## config.mk

```make
export PLATFORM = sky130hd
export DESIGN_NAME = compare_output_and_irq_vector
export DESIGN_NICKNAME = d
export VERILOG_FILES = /design/src/logic/tmr_cc_pkg.sv /design/src/logic/cc_output_unit.sv /design/src/logic/irq_vector_gen.sv /design/src/logic/compare_output_and_irq_vector.sv
export SDC_FILE = /design/constraint.sdc
export NUM_CORES = 1
export LEC_CHECK = 0
export ABC_AREA = 1
export BUFFER_PORTS_ARGS = -buffer_cell sky130_fd_sc_hd__clkbuf_2
export CORE_AREA = 2 2 148 150
export DETAILED_ROUTE_END_ITERATION = 12
export DIE_AREA = 0 0 150 152
export GPL_ROUTABILITY_DRIVEN = 0
export PLACE_DENSITY_LB_ADDON = 0.25
export SYNTH_ARGS = -nofsm -noshare
export SYNTH_HDL_FRONTEND = slang
export SYNTH_HIERARCHICAL = 1
export SYNTH_SLANG_ARGS = --single-unit
```

## constraint.sdc

```tcl
create_clock -name pclk -period 4.05 [get_ports pclk]
set_input_delay 0.81 -clock pclk [delete_from_list [all_inputs] [get_ports pclk]]
set_output_delay 0.81 -clock pclk [all_outputs]
set_load 0.005 [all_outputs]
```

## src/logic/tmr_cc_pkg.sv

```systemverilog
// constants shared by the compare output and interrupt vector design
// assumes a 32-bit APB slave and a 16-bit timer counter on the same clock
`default_nettype none
package tmr_cc_pkg;
    localparam int CH_MAX   = 7;
    localparam int CNT_W    = 16;
    localparam int ADDR_W   = 8;
    localparam int DATA_W   = 32;
    localparam int MODE_W   = 3;
    localparam int VEC_W    = 4;
    localparam int WORD_B   = 4;
    localparam int VEC_STEP = 2;

    typedef enum logic [2:0] {
        MODE_OUTPUT  = 3'h0,
        MODE_SET     = 3'h1,
        MODE_TOG_RST = 3'h2,
        MODE_SET_RST = 3'h3,
        MODE_TOGGLE  = 3'h4,
        MODE_RESET   = 3'h5,
        MODE_TOG_SET = 3'h6,
        MODE_RST_SET = 3'h7
    } out_mode_t;

    // register map, byte addresses
    localparam logic [ADDR_W-1:0] CTL_BASE   = 8'h00;
    localparam logic [ADDR_W-1:0] LATCH_BASE = 8'h20;
    localparam logic [ADDR_W-1:0] OVF_CTL    = 8'h40;
    localparam logic [ADDR_W-1:0] VECTOR     = 8'h44;

    // channel control fields
    localparam int CTL_MODE_LSB = 0;
    localparam int CTL_OUT_BIT  = 3;
    localparam int CTL_IE_BIT   = 4;
    localparam int CTL_CAP_BIT  = 5;
    localparam int CTL_FLAG_BIT = 6;

    // overflow control fields
    localparam int OVF_IE_BIT   = 0;
    localparam int OVF_FLAG_BIT = 1;

    localparam logic [VEC_W-1:0] VEC_NONE = 4'h0;
    localparam logic [VEC_W-1:0] VEC_OVF  = 4'hE;
endpackage
`default_nettype wire

```

## src/logic/cc_output_unit.sv

```systemverilog
// one channel output unit: eight output modes
// assumes single-cycle compare and period event pulses
`timescale 1ns/1ps
`default_nettype none
module cc_output_unit
(
    // clock and reset
    input  wire logic                  pclk,
    input  wire logic                  presetn,
    // control
    input  wire tmr_cc_pkg::out_mode_t mode,
    input  wire logic                  sw_level,
    // events
    input  wire logic                  cmp_evt,
    input  wire logic                  per_evt,
    // output
    output logic                       out
);
    import tmr_cc_pkg::*;

    // period action wins when both events coincide
    always_ff @(posedge pclk or negedge presetn)
    begin
        if (!presetn)
            out <= 1'b0;
        else
            unique case (mode)
                MODE_OUTPUT:  out <= sw_level;
                MODE_SET:     if (cmp_evt) out <= 1'b1;
                MODE_TOG_RST: out <= per_evt ? 1'b0 : (cmp_evt ? ~out : out);
                MODE_SET_RST: out <= per_evt ? 1'b0 : (cmp_evt | out);
                MODE_TOGGLE:  if (cmp_evt) out <= ~out;
                MODE_RESET:   if (cmp_evt) out <= 1'b0;
                MODE_TOG_SET: out <= per_evt ? 1'b1 : (cmp_evt ? ~out : out);
                MODE_RST_SET: out <= per_evt ? 1'b1 : (out & ~cmp_evt);
            endcase
    end

    a_mode0_follow: assert property (@(posedge pclk) disable iff (!presetn)
        mode == MODE_OUTPUT |=> out == $past(sw_level))
        else $error("mode 0 output does not follow software bit");
    a_set_on_cmp: assert property (@(posedge pclk) disable iff (!presetn)
        mode == MODE_SET && cmp_evt |=> out)
        else $error("set mode missed compare");
    a_period_low: assert property (@(posedge pclk) disable iff (!presetn)
        (mode == MODE_TOG_RST || mode == MODE_SET_RST) && per_evt |=> !out)
        else $error("period event did not drive low");
    a_period_high: assert property (@(posedge pclk) disable iff (!presetn)
        (mode == MODE_TOG_SET || mode == MODE_RST_SET) && per_evt |=> out)
        else $error("period event did not drive high");
    a_toggle_once: assert property (@(posedge pclk) disable iff (!presetn)
        mode == MODE_TOGGLE && cmp_evt |=> out != $past(out))
        else $error("toggle mode did not toggle");
    a_reset_hold: assert property (@(posedge pclk) disable iff (!presetn)
        mode == MODE_RESET && (cmp_evt || !out) |=> !out)
        else $error("reset mode output not low");
endmodule
`default_nettype wire

```

## src/logic/irq_vector_gen.sv

```systemverilog
// priority encoder for the shared interrupt vector
// assumes pending inputs already gated by their enables
`timescale 1ns/1ps
`default_nettype none
module irq_vector_gen
#(
    parameter int NSRC = tmr_cc_pkg::CH_MAX
)
(
    // sources, index 0 highest, last is overflow
    input  wire logic [NSRC-1:0]              pend,
    // result
    output logic [tmr_cc_pkg::VEC_W-1:0]      code,
    output logic [NSRC-1:0]                   sel
);
    import tmr_cc_pkg::*;

    // walk from lowest priority up so the highest one is kept
    always_comb
    begin
        code = VEC_NONE;
        sel  = '0;
        for (int i = NSRC - 1; i >= 0; i--)
        begin
            if (pend[i])
            begin
                code   = (i == NSRC - 1) ? VEC_OVF : VEC_W'(VEC_STEP * (i + 1));
                sel    = '0;
                sel[i] = 1'b1;
            end
        end
    end
endmodule
`default_nettype wire

```

## src/logic/compare_output_and_irq_vector.sv

```systemverilog
// capture/compare output units and interrupt vector logic, APB slave
// assumes counter and events come from a timer on pclk, one step per pclk
`timescale 1ns/1ps
`default_nettype none
module compare_output_and_irq_vector
#(
    parameter int NUM_CH = tmr_cc_pkg::CH_MAX
)
(
    // clock and reset
    input  wire logic                          pclk,
    input  wire logic                          presetn,
    // apb
    input  wire logic                          psel,
    input  wire logic                          penable,
    input  wire logic                          pwrite,
    input  wire logic [tmr_cc_pkg::ADDR_W-1:0] paddr,
    input  wire logic [tmr_cc_pkg::DATA_W-1:0] pwdata,
    output logic      [tmr_cc_pkg::DATA_W-1:0] prdata,
    output logic                               pready,
    output logic                               pslverr,
    // timer side
    input  wire logic [tmr_cc_pkg::CNT_W-1:0]  counter_value,
    input  wire logic [NUM_CH-1:0]             capture_event,
    input  wire logic                          counter_overflow_event,
    // processor side
    input  wire logic                          global_irq_enable,
    input  wire logic                          ch0_irq_ack,
    output logic                               irq_ch0,
    output logic                               irq_shared,
    // pins
    input  wire logic                          output_float_pin,
    output logic      [NUM_CH-1:0]             channel_output_signal,
    output logic      [NUM_CH-1:0]             channel_output_en_n
);
    import tmr_cc_pkg::*;

    localparam int NSRC = NUM_CH;

    out_mode_t           output_mode_select [NUM_CH];
    logic [CNT_W-1:0]    channel_compare_latch [NUM_CH];
    logic [NUM_CH-1:0]   sw_out;
    logic [NUM_CH-1:0]   channel_irq_enable;
    logic [NUM_CH-1:0]   cap_mode;
    logic [NUM_CH-1:0]   channel_event_flag;
    logic [NUM_CH-1:0]   channel_compare_equal;
    logic [NUM_CH-1:0]   ctl_hit;
    logic [NUM_CH-1:0]   latch_hit;
    logic [NUM_CH-1:0]   ctl_wr;
    logic [NUM_CH-1:0]   auto_clr;
    logic                ovf_ie;
    logic                counter_overflow_flag;
    logic [CNT_W-1:0]    cnt_prev;
    logic                cnt_moved;
    logic                period_equal_event;
    logic                ovf_hit;
    logic                vec_hit;
    logic                mapped;
    logic                setup;
    logic                access;
    logic [DATA_W-1:0]   next_rdata;
    logic [NSRC-1:0]     en_pend;
    logic [NSRC-1:0]     vec_sel;
    logic [NSRC-1:0]     vec_hold;
    logic [NSRC-1:0]     vec_clr;
    logic [VEC_W-1:0]    irq_vector_number;
    logic                float_s1;
    logic                float_s2;
    logic                float_s3;
    logic                float_state;

    // apb phases; slave never inserts wait states
    assign setup  = psel & ~penable;
    assign access = psel & penable;

    assign ovf_hit = (paddr == OVF_CTL);
    assign vec_hit = (paddr == VECTOR);
    assign mapped  = (|ctl_hit) | (|latch_hit) | ovf_hit | vec_hit;

    // counter step detect keeps each match to one pulse
    always_ff @(posedge pclk or negedge presetn)
    begin
        if (!presetn)
            cnt_prev <= '0;
        else
            cnt_prev <= counter_value;
    end

    assign cnt_moved          = (counter_value != cnt_prev);
    assign period_equal_event = channel_compare_equal[0];

    genvar g;
    generate
        for (g = 0; g < NUM_CH; g++)
        begin : g_ch
            logic      hw_set;
            out_mode_t mode_now;
            logic      level_now;

            assign ctl_hit[g]   = (paddr == CTL_BASE + ADDR_W'(WORD_B * g));
            assign latch_hit[g] = (paddr == LATCH_BASE + ADDR_W'(WORD_B * g));
            assign ctl_wr[g]    = access & pwrite & ctl_hit[g];

            // match while counting either way, period included
            assign channel_compare_equal[g] = cnt_moved &&
                (counter_value == channel_compare_latch[g]);

            // capture path or compare match sets the flag
            assign hw_set = cap_mode[g] ? capture_event[g]
                                        : channel_compare_equal[g];

            always_ff @(posedge pclk or negedge presetn)
            begin
                if (!presetn)
                begin
                    output_mode_select[g] <= MODE_OUTPUT;
                    sw_out[g]             <= 1'b0;
                    channel_irq_enable[g] <= 1'b0;
                    cap_mode[g]           <= 1'b0;
                end
                else if (ctl_wr[g])
                begin
                    output_mode_select[g] <= out_mode_t'(pwdata[CTL_MODE_LSB +: MODE_W]);
                    sw_out[g]             <= pwdata[CTL_OUT_BIT];
                    channel_irq_enable[g] <= pwdata[CTL_IE_BIT];
                    cap_mode[g]           <= pwdata[CTL_CAP_BIT];
                end
            end

            // latch stands in for the buffered compare latch
            always_ff @(posedge pclk or negedge presetn)
            begin
                if (!presetn)
                    channel_compare_latch[g] <= '0;
                else if (access & pwrite & latch_hit[g])
                    channel_compare_latch[g] <= pwdata[CNT_W-1:0];
            end

            // hardware set wins over any clear in the same cycle
            always_ff @(posedge pclk or negedge presetn)
            begin
                if (!presetn)
                    channel_event_flag[g] <= 1'b0;
                else if (hw_set)
                    channel_event_flag[g] <= 1'b1;
                else if (ctl_wr[g])
                    channel_event_flag[g] <= pwdata[CTL_FLAG_BIT];
                else if (auto_clr[g])
                    channel_event_flag[g] <= 1'b0;
            end

            // written mode and bit act in the write cycle itself
            assign mode_now  = ctl_wr[g] ? out_mode_t'(pwdata[CTL_MODE_LSB +: MODE_W])
                                         : output_mode_select[g];
            assign level_now = ctl_wr[g] ? pwdata[CTL_OUT_BIT] : sw_out[g];

            cc_output_unit u_out
            (
                .pclk     (pclk),
                .presetn  (presetn),
                .mode     (mode_now),
                .sw_level (level_now),
                .cmp_evt  (channel_compare_equal[g]),
                .per_evt  (period_equal_event),
                .out      (channel_output_signal[g])
            );

            a_cmp_single: assert property (@(posedge pclk) disable iff (!presetn)
                channel_compare_equal[g] |=> !channel_compare_equal[g])
                else $error("compare event longer than one cycle");
            a_flag_on_cmp: assert property (@(posedge pclk) disable iff (!presetn)
                !cap_mode[g] && channel_compare_equal[g] |=> channel_event_flag[g])
                else $error("compare match did not set flag");
        end
    endgenerate

    // channel 0 flag clears on acknowledge, the others through the vector
    assign auto_clr = {vec_clr[NSRC-2:0], ch0_irq_ack};

    // overflow control and flag
    always_ff @(posedge pclk or negedge presetn)
    begin
        if (!presetn)
            ovf_ie <= 1'b0;
        else if (access & pwrite & ovf_hit)
            ovf_ie <= pwdata[OVF_IE_BIT];
    end

    always_ff @(posedge pclk or negedge presetn)
    begin
        if (!presetn)
            counter_overflow_flag <= 1'b0;
        else if (counter_overflow_event)
            counter_overflow_flag <= 1'b1;
        else if (access & pwrite & ovf_hit)
            counter_overflow_flag <= pwdata[OVF_FLAG_BIT];
        else if (vec_clr[NSRC-1])
            counter_overflow_flag <= 1'b0;
    end

    // disabled sources never reach the encoder
    assign en_pend = {counter_overflow_flag & ovf_ie,
                      channel_event_flag[NUM_CH-1:1] & channel_irq_enable[NUM_CH-1:1]};

    irq_vector_gen #(.NSRC(NSRC)) u_vec
    (
        .pend (en_pend),
        .code (irq_vector_number),
        .sel  (vec_sel)
    );

    // source reported at setup is the one cleared at access
    always_ff @(posedge pclk or negedge presetn)
    begin
        if (!presetn)
            vec_hold <= '0;
        else if (setup & vec_hit)
            vec_hold <= vec_sel;
    end

    assign vec_clr = (access & vec_hit) ? vec_hold : '0;

    // interrupt lines
    always_ff @(posedge pclk or negedge presetn)
    begin
        if (!presetn)
        begin
            irq_ch0    <= 1'b0;
            irq_shared <= 1'b0;
        end
        else
        begin
            irq_ch0    <= channel_event_flag[0] & channel_irq_enable[0]
                          & global_irq_enable;
            irq_shared <= (|en_pend) & global_irq_enable;
        end
    end

    // read mux, sampled in the setup cycle
    always_comb
    begin
        next_rdata = '0;
        for (int i = 0; i < NUM_CH; i++)
        begin
            if (ctl_hit[i])
            begin
                next_rdata[CTL_MODE_LSB +: MODE_W] = output_mode_select[i];
                next_rdata[CTL_OUT_BIT]            = sw_out[i];
                next_rdata[CTL_IE_BIT]             = channel_irq_enable[i];
                next_rdata[CTL_CAP_BIT]            = cap_mode[i];
                next_rdata[CTL_FLAG_BIT]           = channel_event_flag[i];
            end
            if (latch_hit[i])
                next_rdata[CNT_W-1:0] = channel_compare_latch[i];
        end
        if (ovf_hit)
        begin
            next_rdata[OVF_IE_BIT]   = ovf_ie;
            next_rdata[OVF_FLAG_BIT] = counter_overflow_flag;
        end
        if (vec_hit)
            next_rdata[VEC_W-1:0] = irq_vector_number;
    end

    always_ff @(posedge pclk or negedge presetn)
    begin
        if (!presetn)
        begin
            prdata  <= '0;
            pslverr <= 1'b0;
            pready  <= 1'b0;
        end
        else
        begin
            pready <= 1'b1;
            if (setup)
            begin
                prdata  <= next_rdata;
                pslverr <= ~mapped;
            end
        end
    end

    // float pin: three stages, change taken once stages two and three agree
    always_ff @(posedge pclk or negedge presetn)
    begin
        if (!presetn)
        begin
            float_s1 <= 1'b0;
            float_s2 <= 1'b0;
            float_s3 <= 1'b0;
        end
        else
        begin
            float_s1 <= output_float_pin;
            float_s2 <= float_s1;
            float_s3 <= float_s2;
        end
    end

    always_ff @(posedge pclk or negedge presetn)
    begin
        if (!presetn)
            float_state <= 1'b0;
        else if (float_s2 == float_s3)
            float_state <= float_s3;
    end

    // enable is low while driving, so float drives it high
    always_ff @(posedge pclk or negedge presetn)
    begin
        if (!presetn)
            channel_output_en_n <= '0;
        else
            channel_output_en_n <= {NUM_CH{float_state}};
    end

    a_ch0_irq_gate: assert property (@(posedge pclk) disable iff (!presetn)
        irq_ch0 |-> $past(channel_event_flag[0] && channel_irq_enable[0] && global_irq_enable))
        else $error("channel 0 request without flag and enables");
    a_ch0_ack_clear: assert property (@(posedge pclk) disable iff (!presetn)
        ch0_irq_ack && !g_ch[0].hw_set && !ctl_wr[0] |=> !channel_event_flag[0])
        else $error("acknowledge did not clear channel 0 flag");
    a_vec_none: assert property (@(posedge pclk) disable iff (!presetn)
        en_pend == '0 |-> irq_vector_number == VEC_NONE)
        else $error("vector not zero with nothing pending");
    a_vec_even: assert property (@(posedge pclk) disable iff (!presetn)
        !irq_vector_number[0] && (!(en_pend[NSRC-1] && en_pend[NSRC-2:0] == '0)
        || irq_vector_number == VEC_OVF))
        else $error("vector code odd or overflow code wrong");
    a_vec_ovf_clear: assert property (@(posedge pclk) disable iff (!presetn)
        access && vec_hit && vec_hold[NSRC-1] && !counter_overflow_event
        && !(pwrite && ovf_hit) |=> !counter_overflow_flag)
        else $error("vector access did not clear overflow flag");
    a_float_hiz: assert property (@(posedge pclk) disable iff (!presetn)
        $rose(float_state) |=> channel_output_en_n == {NUM_CH{1'b1}})
        else $error("outputs not released on float");
    a_unmapped_err: assert property (@(posedge pclk) disable iff (!presetn)
        setup && !mapped |=> pslverr && pready)
        else $error("unmapped address not flagged");
endmodule
`default_nettype wire

```

==> flow_metrics.env, run 1 <==
export IMPL_yosysUniqueCellTypes=44
export IMPL_total_power_mw=4.79
export IMPL_cts_tree="built"
export IMPL_routedWlPerCell_um=16.7
export IMPL_drt_iter0_markers=1001
export IMPL_ctsResizeCount=0
export IMPL_grt_use_total=0.286
export IMPL_swShare=0.244
export IMPL_die_width_um=150
export IMPL_startpoint_type="input pin"
export IMPL_synth_edff_count=0
export IMPL_seq_power_share=0.476
export IMPL_grt_max_degree=108
export IMPL_ant_nets=0
export IMPL_async_reset_ff_frac=1.00
export IMPL_final_cell_mix="nand2_1 (497), dfrtp_1 (218), o21ai_0 (164), inv_1 (145), clkbuf_2 (88)"
export IMPL_core_um2=21400
export IMPL_post_cts_setup_buffers=0
export IMPL_fin_skew_ns=0.00868
export IMPL_drc=0
export IMPL_synth_top_area_frac=0.453
export IMPL_status="finished clean"
export IMPL_design_area_um2=13300
export IMPL_comb_power_share=0.079
export IMPL_fin_nets=1717
export IMPL_vias=10600
export IMPL_slew_violations=0
export IMPL_ctsHtreeMaxLevel=1
export IMPL_hold_viol=0
export IMPL_synthFlopType="dfrtp_1"
export IMPL_utilization=0.625
export IMPL_drt_met1_wl_mm=14.7
export IMPL_wl_met3_mm=2.28
export IMPL_fmax_mhz=382
export IMPL_top_layer="met4"
export IMPL_grt_pass1_wl_mm=51.5
export IMPL_num_fill_cells=1920
export IMPL_finalCritPeriodShare=0.647
export IMPL_min_period_ns=2.62
export IMPL_max_slew_margin=0.348
export IMPL_cts_hold_fix_buffers=0
export IMPL_wirelength_mm=32.2
export IMPL_critPathKind="input pin to flip-flop"
export IMPL_synthCells=1573
export IMPL_cts_inserted_buffers=25
export IMPL_cp_end_kind="flip-flop"
export IMPL_cp_max_fo=14
export IMPL_ys_top_cells_by_area="dfrtp_1 (45%), nand2_1 (15%), o21ai_0 (6.8%)"
export IMPL_power_leakage_nw=6.18
export IMPL_clockBufferDepth=3
export IMPL_tns_ns=0
export IMPL_hold_path_class="input pin to async pin"
export IMPL_tightest_slew_ns=0.975
export IMPL_grt_pass1_vias=9772
export IMPL_rows=54
export IMPL_avgSynthCellArea_um2=7.65
export IMPL_ys_seq_area_frac=0.453
export IMPL_synth_area_leader_cell="dfrtp_1"
export IMPL_max_cap_violations=0
export IMPL_drive_gt1_frac=0.120
export IMPL_whs_ns=0.341
export IMPL_antenna_found_initial=0
export IMPL_routed_wl_met2_mm=14.4
export IMPL_p_sw_mw=1.17
export IMPL_r2r_start="cnt_prev[13]"
export IMPL_root_buffer="clkbuf_16"
export IMPL_crit_required_ns=4.51
export IMPL_pwr_share_clk=0.445
export IMPL_fp_dieArea_um2=22800
export IMPL_gr_total_overflow=0
export IMPL_die_h_um=152
export IMPL_finalSetupViolCount=0
export IMPL_syn2layout_area_growth_pct=10.8
export IMPL_dpl_instance_area_um2=12600
export IMPL_synth_seq_cells=218
export IMPL_antenna_cells=0
export IMPL_viasPerCell=5.48
export IMPL_cts_sinks=218
export IMPL_io_pins=122
export IMPL_dp_hpwl_mm=23.6
export IMPL_power_density_nw_per_um2=359
export IMPL_final_common_cell="nand2_1"
export IMPL_io_buffers=89
export IMPL_cp_arrival_ns=3.08
export IMPL_syn_area_um2=12000
export IMPL_insertion_delay_ns=0.52
export IMPL_yosysWarnings=6
export IMPL_grt_setup_unrepaired="false"
export IMPL_start_util=0.564
export IMPL_cts_clk_slew_worst_paths_ns=0.06
export IMPL_worstSetupStartpoint="paddr[1]"
export IMPL_ir_drop_mv=0.262
export IMPL_p_int_mw=3.62
export IMPL_drt_pass1_iterations=6
cells by family (layout without fill, tap and decap cells):
family / count (synthesis) / in the layout / share of synthesized area
other cells: 3 / 18 / 0.000935
compound gates: 242 / 242 / 0.108
xor+xnor: 94 / 94 / 0.0684
fa+ha+maj: 15 / 15 / 0.0154
simple gates: 749 / 749 / 0.265
buf+inv: 252 / 311 / 0.0899
flops: 218 / 218 / 0.453
final cells by class:
cell class | count | area [µm²] | share of cell area
Clock buffer | 38 | 744 | 0.0558
Clock inverter | 5 | 25.0 | 0.00188
Inverter | 166 | 626 | 0.0469
Multi-Input combinational cell | 1118 | 5560 | 0.417
Sequential cell | 218 | 5460 | 0.409
Tap cell | 280 | 350 | 0.0263
Timing Repair Buffer | 102 | 578 | 0.0433
sequential cells by signal, summed over array words and instances (netlist names), 16 cells and up:
name / flops
channel_compare_latch: 112
cnt_prev: 16
prdata: 16
output_mode_select: 21
per-stage QoR:
| stage | instances | worst slack, ns |
|---|---|---|
| global route | 1927 | 1.04 |
| CTS | 1927 | 1.44 |
| floorplan | 1588 | 0.915 |
| global placement | 1884 | 0.981 |
| detailed placement | 1884 | 0.939 |
| finish | 1927 | 1.43 |
critical path, stage by stage:
cell	delay, ns
clkbuf_2	0.09
nor2_2	0.20
nand3_1	0.24
nor2_2	0.40
nand2_1	0.35
o21ai_0	0.55
inv_2	0.08
nand2_1	0.07
nand2_1	0.05
nor2_1	0.12
nand2_1	0.06
nand2_1	0.05
Yosys cell counts, drive strengths merged, types with 16 or more instances:
cell / count
a21oi: 24
buf: 50
clkbuf: 36
dfrtp: 218
inv: 165
nand2: 504
nand3: 54
nand4: 43
nor2: 104
nor3: 16
o21ai: 191
xnor2: 68
xor2: 26
per-layer routing:
layer | vias up | global-route usage
met4 | 0 | 0.0710
li1 | 5111 | -
met5 | - | 0
met1 | 4980 | 0.427
met3 | 58 | 0.0417
met2 | 410 | 0.441
power by group through the flow:
stage / clock (mW) / sequential (mW) / combinational (mW)
global route: 2.24 / 2.29 / 0.426
floorplan: 0 / 2.31 / 0.234
CTS: 2.16 / 2.28 / 0.378
global placement: 0 / 2.32 / 0.368
finish: 2.13 / 2.28 / 0.377
detailed placement: 0 / 2.32 / 0.376
worst paths after layout:
path,end,slack [ns],cells past startpoint
worst max register to register,g_ch[5].u_out/out,1.68,13
worst min register to register,float_s2,0.35,0
max in group asynchronous,output_mode_select[14],2.88,2
worst max-delay path,g_ch[6].u_out/out,1.43,12
worst min-delay path,channel_output_en_n[0],0.34,1
min in group pclk,float_s2,0.35,0
(Power assumes the default switching activity.)
==> run 2, diff against run 1 <==
- CORE_AREA: 2 2 148 150 -> 2 2 153 155
- DIE_AREA: 0 0 150 152 -> 0 0 155 157
- clock period: 4.05 -> 2.4 ns (I/O delays scaled with it)
==> flow_metrics.env, run 2 (synthesis gave the netlist of run 1 again) <==
export IMPL_seq_power_share=0.478
export IMPL_critPathKind="flip-flop to flip-flop"
export IMPL_gr_total_overflow=0
export IMPL_core_um2=22500
export IMPL_viasPerCell=5.43
export IMPL_grt_pass1_wl_mm=55.0
export IMPL_rrSetupSlack_ns=0.16
export IMPL_dpl_instance_area_um2=13300
export IMPL_cts_inserted_buffers=25
export IMPL_slew_violations=0
export IMPL_rows=55
export IMPL_routedWlPerCell_um=16.8
export IMPL_drive_gt1_frac=0.164
export IMPL_p_int_mw=6.09
export IMPL_pwr_share_clk=0.432
export IMPL_hp_start="output_float_pin"
export IMPL_wirelength_mm=33.9
export IMPL_syn2layout_area_growth_pct=16.9
export IMPL_fin_nets=1803
export IMPL_clockBufferDepth=3
export IMPL_setup_slack_ns=0.160
export IMPL_fin_skew_ns=0.00975
export IMPL_post_cts_setup_buffers=0
export IMPL_max_cap_violations=0
export IMPL_cts_tree="built"
export IMPL_hold_viol=0
export IMPL_cp_end_kind="flip-flop"
export IMPL_hold_depth=1
export IMPL_hold_path_class="input pin to flip-flop"
export IMPL_dp_hpwl_mm=25.3
export IMPL_r2r_start="cnt_prev[4]"
export IMPL_design_area_um2=14100
export IMPL_cts_clk_slew_worst_paths_ns=0.06
export IMPL_utilization=0.626
export IMPL_rr_worst_depth=14
export IMPL_ir_drop_mv=0.335
export IMPL_min_to="float_s1"
export IMPL_vias=10900
export IMPL_antenna_found_initial=0
export IMPL_placed_cells=1974
export IMPL_drt_iter0_markers=897
export IMPL_insertion_delay_ns=0.52
export IMPL_min_period_ns=2.24
export IMPL_swShare=0.244
export IMPL_top_register="channel_compare_latch"
export IMPL_start_util=0.535
export IMPL_drt_pass1_iterations=8
export IMPL_grt_use_total=0.287
export IMPL_finalSetupViolCount=0
export IMPL_io_pins=122
export IMPL_status="finished clean"
export IMPL_cts_sinks=218
export IMPL_crit_required_ns=2.80
export IMPL_p_sw_mw=1.96
export IMPL_antenna_cells=0
export IMPL_ctsHtreeMaxLevel=1
export IMPL_layout_cells_non_filler=2016
export IMPL_grt_pass1_vias=10500
export IMPL_dp_slack_ns=-0.300
export IMPL_root_buffer="clkbuf_16"
export IMPL_num_fill_cells=2003
export IMPL_cp_arrival_ns=2.64
export IMPL_fp_dieArea_um2=24300
export IMPL_die_h_um=157
export IMPL_finalCritPeriodShare=0.933
export IMPL_reg_largest_list="channel_compare_latch x112, output_mode_select x21"
export IMPL_largest_register_ffs=112
export IMPL_io_buffers=89
export IMPL_die_width_um=155
export IMPL_tightest_slew_ns=0.753
export IMPL_grt_max_degree=81
export IMPL_final_cell_mix="nand2_1 (496), dfrtp_1 (218), o21ai_0 (162), inv_1 (145), buf_4 (89)"
export IMPL_ant_nets=0
export IMPL_power_leakage_nw=6.60
export IMPL_cp_max_fo=6
export IMPL_final_common_cell="nand2_1"
export IMPL_drc=0
export IMPL_startpoint_type="flip-flop"
export IMPL_comb_power_share=0.090
export IMPL_max_slew_margin=0.498
export IMPL_tns_ns=0
export IMPL_r2r_end="g_ch[3].u_out/out"
export IMPL_fmax_mhz=446
export IMPL_power_density_nw_per_um2=572
[run 2: cell types whose count changed in the layout (fill, tap and decap cells not counted), sizes merged]
| cell | delta |
|---|---|
| dlygate4sd3 | +1 |
| buf | +85 |
| clkinv | -3 |
| clkbuf | +1 |
[run 2: through the flow]
| stage | total power [mW] | hold WS [ns] |
|---|---|---|
| after floorplan | 4.29 | 0.184 |
| after global placement | 4.61 | 0.338 |
| after detailed placement | 4.63 | 0.337 |
| after CTS | 8.10 | 0.0616 |
| after global routing | 8.33 | 0.0719 |
| final | 8.05 | 0.0715 |
[run 2: cell type report]
class	count	area, µm²	share of cell area
inverter	166	626	0.0444
clock inverter	2	10.0	0.000711
multi-input combinational	1118	5600	0.398
timing repair buffer	188	1310	0.0933
tap	285	357	0.0253
clock buffer	39	718	0.0510
sequential	218	5460	0.388
[run 2: layer usage]
| metal | vias to the layer above | global-route usage | part of all wire |
|---|---|---|---|
| met1 | 5129 | 0.415 | 0.45 |
| li1 | 5272 | - | - |
| met3 | 78 | 0.0374 | 0.079 |
| met5 | - | 0 | 0 |
| met4 | 0 | 0.104 | 0.040 |
| met2 | 462 | 0.446 | 0.44 |
[run 2: worst max path at each step]
stage	endpoint	from	slack, ns
2_1_floorplan	g_ch[0].u_out/out	counter_value[4]	0.08
3_3_place_gp	g_ch[5].u_out/out	counter_value[15]	-0.27
3_5_place_dp	g_ch[5].u_out/out	counter_value[4]	-0.30
4_1_cts	g_ch[1].u_out/out	cnt_prev[4]	0.10
5_1_grt	g_ch[3].u_out/out	cnt_prev[4]	-0.000002
6_report	g_ch[3].u_out/out	cnt_prev[4]	0.16
[run 2: worst max-delay path: stages (launching register included)]
cell and delay, ns:
dfrtp_1 0.37, or2_2 0.29, nand4_1 0.08, nor3_1 0.06, buf_4 0.14, nand2_1 0.09
inv_2 0.08, buf_12 0.16, nor2_1 0.14, inv_1 0.10, ha_1 0.32, nand2_1 0.07
nand3_1 0.07, nand3_1 0.10, nand2_1 0.06
[run 2: timing repair]
item                                    CTS  global route
hold endpoints to repair                 47             0
endpoints found under the setup margin    1             4
hold buffers                              1             0
resized for setup                         1             8
pin swaps                                 0             1
gates cloned                              0             0
[run 2: power by group through the flow]
stage	Sequential (mW)	Combinational [mW]	Clock, mW
4_1_cts	3.85	0.722	3.53
5_1_grt	3.86	0.809	3.66
3_3_place_gp	3.91	0.702	0
2_1_floorplan	3.90	0.395	0
6_report	3.85	0.723	3.48
3_5_place_dp	3.91	0.716	0
